### config.mk
export PLATFORM = sky130hd
export DESIGN_NAME = spmux_top
export DESIGN_NICKNAME = d
export VERILOG_FILES = /design/src/spmux_pkg.sv /design/src/spmux_top.sv
export VERILOG_INCLUDE_DIRS = /design/src
export SDC_FILE = /design/constraint.sdc
export NUM_CORES = 1
export LEC_CHECK = 0
export ABC_CLOCK_PERIOD_IN_PS = 1850
export BUFFER_PORTS_ARGS = -buffer_cell sky130_fd_sc_hd__buf_2
export CAP_MARGIN = 30
export CORE_ASPECT_RATIO = 1.75
export CORE_MARGIN = 1.5
export CORE_UTILIZATION = 47
export CTS_CLUSTER_DIAMETER = 120
export CTS_CLUSTER_SIZE = 30
export DETAILED_ROUTE_END_ITERATION = 7
export PLACE_DENSITY = 0.78
export RECOVER_POWER = 25
export REMOVE_ABC_BUFFERS = 1
export SETUP_SLACK_MARGIN = 0.1
export SYNTH_ARGS = -nofsm -noshare
export SYNTH_HDL_FRONTEND = slang
export SYNTH_SLANG_ARGS = --single-unit
### constraint.sdc
create_clock -name clk_sys -period 1.85 [get_ports clk_sys]
set_clock_uncertainty 0.2 [all_clocks]
set_input_delay 0.37 -clock clk_sys [delete_from_list [all_inputs] [get_ports clk_sys]]
set_output_delay 0.37 -clock clk_sys [all_outputs]
set_load 0.02 [all_outputs]
### src/spmux_map.svh
// constants for the serial port pin multiplexer
`ifndef SPMUX_MAP_SVH
`define SPMUX_MAP_SVH
`define SPMUX_MODE_ADDR 14'h2015
`define SPMUX_SYS_ADDR 14'h3fff
`define SPMUX_MODE_W 9
`define SPMUX_SYS_W 16
`define SPMUX_RXSEL_BIT 4
`define SPMUX_UART_BIT 5
`define SPMUX_ALT_BIT 10
`define SPMUX_MODE_RST 9'h000
`define SPMUX_SYS_RST 16'h0000
`endif

### src/spmux_pkg.sv
// types for the serial port pin multiplexer
package spmux_pkg;
  // signals seen by the serial port core
  typedef struct packed {
    logic receive_data;
    logic receive_sync;
    logic transmit_sync;
    logic serial_clock;
  } spmux_port_in_t;
  // core-side special functions
  typedef struct packed {
    logic flag_input;
    logic interrupt_zero_n;
    logic interrupt_one_n;
  } spmux_core_in_t;
endpackage

### src/spmux_top.sv
// pin multiplexer between serial port one, core flags and external pins
`include "spmux_map.svh"
module spmux_top
  import spmux_pkg::*;
(
  input wire logic clk_sys,
  input wire logic rst,
  input wire logic [13:0] dm_addr,
  input wire logic dm_wr,
  input wire logic [15:0] dm_wdata,
  output logic [15:0] dm_rdata,
  input wire logic receive_pin_a,
  input wire logic receive_pin_b,
  input wire logic receive_frame_sync_in,
  input wire logic transmit_frame_sync_in,
  input wire logic serial_clock_pin,
  input wire logic port_transmit_data,
  input wire logic port_receive_sync_out,
  input wire logic port_receive_sync_oe_n,
  input wire logic core_flag_output,
  input wire logic core_flag_out_alt,
  output spmux_port_in_t port_in,
  output spmux_core_in_t core_in,
  output logic transmit_data_pin,
  output logic general_line_five_out,
  output logic general_line_five_oe_n,
  output logic receive_pin_a_free,
  output logic receive_pin_b_free
);
  // ********************************
  // control registers
  // ********************************
  logic [`SPMUX_MODE_W-1:0] mode_ff, nxt_mode;
  logic [`SPMUX_SYS_W-1:0] sys_ff, nxt_sys;
  logic rxsel, uart, alt, rx_pin;

  // ********************************
  // address decode
  // ********************************
  // one decode for write, read and checks, so the paths cannot drift apart
  function automatic logic is_mode_addr(input logic [13:0] a);
    return a == `SPMUX_MODE_ADDR;
  endfunction

  // system control sits in the core's own space, not the peripheral page
  function automatic logic is_sys_addr(input logic [13:0] a);
    return a == `SPMUX_SYS_ADDR;
  endfunction

  // software owns reserved bits; system word stored as written, mode word keeps only bits 8:0
  always_comb
  begin
    nxt_mode = mode_ff;
    nxt_sys = sys_ff;
    if (dm_wr && is_mode_addr(dm_addr))
    begin
      nxt_mode = dm_wdata[`SPMUX_MODE_W-1:0];
    end
    if (dm_wr && is_sys_addr(dm_addr))
    begin
      nxt_sys = dm_wdata;
    end
  end

  // async clear: both words come up in the normal routing, pin a selected
  always_ff @(posedge clk_sys or posedge rst)
  begin
    if (rst)
    begin
      mode_ff <= `SPMUX_MODE_RST;
      sys_ff <= `SPMUX_SYS_RST;
    end
    else
    begin
      mode_ff <= nxt_mode;
      sys_ff <= nxt_sys;
    end
  end

  // read data registered; unmapped addresses read zero
  logic [15:0] rdata_ff, nxt_rdata;
  always_comb
  begin
    nxt_rdata = 16'h0000;
    if (is_mode_addr(dm_addr))
    begin
      nxt_rdata = {7'h00, mode_ff};
    end
    else if (is_sys_addr(dm_addr))
    begin
      nxt_rdata = sys_ff;
    end
  end

  // registered read costs one cycle but keeps the bus output glitch free
  always_ff @(posedge clk_sys or posedge rst)
  begin
    if (rst)
    begin
      rdata_ff <= 16'h0000;
    end
    else
    begin
      rdata_ff <= nxt_rdata;
    end
  end
  assign dm_rdata = rdata_ff;

  // ********************************
  // pin multiplexing
  // ********************************
  // pure muxes: no added latency on the serial data path
  // decoded control bits, straight from the two registers
  assign rxsel = mode_ff[`SPMUX_RXSEL_BIT];
  assign uart = mode_ff[`SPMUX_UART_BIT];
  assign alt = sys_ff[`SPMUX_ALT_BIT];
  assign rx_pin = rxsel ? receive_pin_b : receive_pin_a;

  // port-side and core-side inputs; alternate mode parks the port's receive data and transmit sync inputs
  always_comb
  begin
    port_in.receive_data = alt ? 1'b0 : rx_pin;
    // uart: data doubles as frame sync so start bit opens a frame
    port_in.receive_sync = uart ? rx_pin : receive_frame_sync_in;
    port_in.transmit_sync = alt ? 1'b0 : transmit_frame_sync_in;
    port_in.serial_clock = serial_clock_pin;
    core_in.flag_input = alt ? rx_pin : 1'b0;
    core_in.interrupt_zero_n = alt ? receive_frame_sync_in : 1'b1;
    core_in.interrupt_one_n = alt ? transmit_frame_sync_in : 1'b1;
  end

  // alternate mode hands the transmit pin to the core flag
  assign transmit_data_pin = alt ? core_flag_out_alt : port_transmit_data;
  // shared line five / frame sync pin driver
  assign general_line_five_out = uart ? core_flag_output : port_receive_sync_out;
  assign general_line_five_oe_n = uart ? 1'b0 : port_receive_sync_oe_n;
  // free flags follow the select bit only; the pin driver itself lives elsewhere
  assign receive_pin_a_free = rxsel;
  assign receive_pin_b_free = ~rxsel;
endmodule
Word level (Yosys, flattened, before mapping):

Index checks and enable logic that the tools add are counted.

* output and inout bits: 28
* word-level logic and storage cells: 20
* input port bits: 43
* flip-flop bits (word level): 41

* muxes and demuxes: 12
* bitwise logic cells: 1
* eq/ne operators: 2
* reduce and logical (&&, ||, !) cells: 2

Operators by type and width (number)
* two-way mux 16 bit: 2
* == test 14 bit (second input constant): 2
* two-way mux 1 bit: 10
* logical AND 1 bit: 2
* NOT 1 bit: 1

Longest topological paths before layout:

* word-level depth: 3
* depth in mapped cells: 4
* depth with buffers taken out: 3

Worst setup path after synthesis:

No wires, ideal clock.

* kind: input port to flip-flop
* from: in dm_addr[2]
* to: reg sys_ff[0]
* library setup time: 125 ps
* stages on the path: 4
* data required time: 1525 ps
* path buffers: 1
* data arrival time: 1535 ps
* slack: -10 ps
* cell sequence: nand4_2 nor4_4 buf_8 mux2_4

* longest elaborated chain between the ends: 2

Ends and longest elaborated chain
* start, declared: line spmux_top.sv:8 `input wire logic [13:0] dm_addr,`
* == test 14 bit (no source line)
* logical AND 1 bit: line spmux_top.sv:59 `if (dm_wr && is_sys_addr(dm_addr))`
* end signal, assigned: line spmux_top.sv:71 `` sys_ff <= `SPMUX_SYS_RST; ``
* end signal, assigned: line spmux_top.sv:76 `sys_ff <= nxt_sys;`
* end, declared: line spmux_top.sv:34 `` logic [`SPMUX_SYS_W-1:0] sys_ff, nxt_sys; ``

No other way between the ends.
A chain may end at the register's enable or synchronous reset.

==> flow_metrics.py <==
metrics = {
    "run_status": {
        "status": "finished clean",
    },
    "place": {
        "place_congestion": 0.8248,
        "dp.cells": 237,
        "hpwl_um": 2753,
        "place_ws_ps": -82.51,
        "portBuffers": 68,
    },
    "drt": {
        "via_per_inst": 5.084,
        "drcViolationCount": 0,
        "first_iter_violations": 15,
        "vias": 1271,
        "drt_pass1_iterations": 4,
        "routedWlPerCell_um": 14.71,
        "drt_wl_total_um": 3677,
        "antenna_left": 0,
    },
    "clock_tree": {
        "clk_latency_ps": 290,
        "root_buffer": "clkbuf_8",
        "path_clk_slew_ps": 80,
        "cts_inserted_buffers": 5,
        "htree_num_levels": 2,
        "ctsHoldBuffers": 0,
        "clk_path_buf_depth": 2,
        "cts_tree": "built",
        "clock_sinks": 41,
    },
    "worst_setup_path": {
        "worstRegToRegCells": 3,
        "cpPeakStageDelay_ps": 440,
        "crit_type": "register to primary output",
        "r2r_slack_ps": 610,
        "crit_path_cell_trace": "mux2i_4, nor2_1, buf_4",
        "worst_setup_path_end_kind": "primary output",
        "crit_slowest_cell": "dfrtp_2",
        "arrival_ps": 1220,
        "path_delay_family": "flip-flops",
        "required_ps": 1280,
        "startpoint_type": "register",
        "reg2reg_to": "mode_ff[5]$_DFFE_PP0P_",
        "reg2reg_from": "mode_ff[5]$_DFFE_PP0P_",
        "crit_buf_inv": 1,
        "cp_max_fo": 3,
    },
    "floorplan": {
        "die_w_um": 48.92,
        "rows": 29,
        "die_h_um": 83.36,
        "core_area_sq_mm": 0.003592,
        "initial_core_util": 0.4828,
        "num_io_pins": 71,
        "dieArea_sq_mm": 0.004077,
    },
    "global_routing": {
        "grtUsageMet1": 0.2094,
        "grt_util_met2": 0.3923,
        "overflow": 0,
        "grt_pass1_wl_um": 6520,
        "grt_max_degree": 42,
        "grt_use_total": 0.2120,
        "antenna_found_initial": 0,
        "busiest_layer": "met2",
        "grt_pass1_vias": 1430,
        "grt_use_met3": 0.04856,
    },
    "hold_path": {
        "min_path_type": "input port to register",
        "min_path_cells": 2,
        "min_to": "sys_ff[10]$_DFFE_PP0P_",
        "hold_start": "dm_wdata[10]",
    },
    "yosys": {
        "muxShareOfSynthArea": 0.2027,
        "yosys.area_share.simple": 0.1328,
        "synth.avg_cell_area_sq_um": 14.82,
        "synth.distinct_cells": 25,
        "async_flop_share": 1.000,
        "synth_top_cells_by_count": "dfrtp_1, mux2_2, mux2_4",
        "synth_fa_ha_area_frac": 0,
        "synth_top_cell_by_area": "dfrtp_1",
        "ys_top_cells_by_area": "dfrtp_1, mux2_2, mux2_4",
        "yosysSeqAreaShare": 0.5916,
        "synth_seq_cells": 41,
        "synth_top_family_by_area": "multiplexers",
        "synth-compound-area-share": 0.04834,
        "yosysWarningCount": 0,
        "synth_edf_count": 0,
        "synth_area_sq_mm": 0.001734,
        "synthFlopType": "dfrtp_1",
        "synth_xor_area_frac": 0,
        "yosysMostFrequentCell": "dfrtp_1",
        "synth_top_area_share": 0.5916,
        "syn_inst": 117,
    },
    "final_layout": {
        "synthToLayoutAreaGrowth_pct": 38.10,
        "nets": 246,
        "drive_gt1_frac": 0.6275,
        "n_antenna_cell": 0,
        "stdcell_count": 250,
    },
    "timing": {
        "worst-slew-pin-transition_ps": 958.7,
        "fmax_mhz": 558.0,
        "slew_viol_final": 0,
        "setup_slack_ps": 57.75,
        "hold_viol": 0,
        "fin_crit_sh": 0.9688,
        "rsz0062_at_grt": "true",
        "holdWs_ps": 106.2,
        "setup_viol_count_final": 0,
        "finalCriticalPeriod_ps": 1792,
        "relSlewSlack": 0.3608,
    },
    "power_and_ir_drop": {
        "leakagePower_uw": 0.001287,
        "irDropWorstVdd_uv": 603.1,
        "powerDensity_mw_per_mm2": 727.8,
        "finalPower_uw": 1743,
    },
    "run": {
        "drv_cap": 0,
    },
}
area by class of cell:
class	instances	area (sq um)
fillers	264	1197
flip-flops and latches	41	1030
multi-input cells	69	684.4
repair buffers	84	499.2
clock buffers	7	86.33
well taps	46	57.56
clock inverters	1	30.03
inverters	2	7.507
layer usage:
layer  part of all wire  wire, um
met4              0.032       119
met3              0.029       108
met5                  0         0
met2               0.60      2200
met1               0.34      1249
stage by stage:
stage	area, sq um	setup TNS (ps)	utilization
floorplan	1699	-4457	-
global placement	2192	-245.0	0.6102
detailed placement	2192	-923.3	0.6102
CTS	2346	0	0.6531
global route	2395	0	0.6667
finish	2395	0	0.6667
state kept, by name (all words and copies together) (netlist names):
signal,flops
mode_ff,9
sys_ff,16
dm_rdata,16
timing repair:
action                                  CTS  global route
endpoints found under the setup margin    5             7
gates cloned                              0             0
pin swaps                                 0             1
setup buffers                             4             1
resized for setup                         4            13
hold endpoints to repair                  0             0
placed cells by master (no fill, tap or decap), types with 2 or more instances in the layout:
master	Yosys	routed
mux2_2	17	16
and2_1	7	7
nor4_4	2	2
nand2b_1	2	2
nor2b_1	3	2
o2bb2ai_1	2	2
dfrtp_2	0	3
nand4_2	2	2
dfrtp_1	41	38
nand3_1	3	3
buf_2	1	61
nor2_1	3	3
nor4_1	2	2
clkbuf_8	0	6
buf_6	0	3
and4_1	2	2
nand2_1	2	2
a22o_1	7	7
inv_1	2	2
mux2_4	10	11
buf_4	1	18
logic make-up after synthesis:
logic type | Yosys count
multiplexers | 28
AND/OR/NAND/NOR | 31
AO/OA/AOI/OAI | 10
flip-flops | 41
buffers and inverters | 7
where the power goes:
part / total (uW) / internal (uW) / switching, uW
Combinational: 119 / 56.1 / 62.7
Clock: 727 / 440 / 288
Sequential: 897 / 896 / 0.430
Total: 1740 / 1390 / 351
worst max path at each step:
stage | start | to | depth (start not counted)
6_report | mode_ff[4]$_DFFE_PP0P_ | port_in[3] | 3
5_1_grt | mode_ff[4]$_DFFE_PP0P_ | port_in[3] | 3
4_1_cts | mode_ff[4]$_DFFE_PP0P_ | port_in[2] | 3
3_5_place_dp | dm_addr[8] | mode_ff[3]$_DFFE_PP0P_ | 5
3_3_place_gp | dm_addr[8] | mode_ff[4]$_DFFE_PP0P_ | 5
2_1_floorplan | dm_addr[2] | sys_ff[2]$_DFFE_PP0P_ | 3
Note: power is estimated with default switching activity, not from simulation.
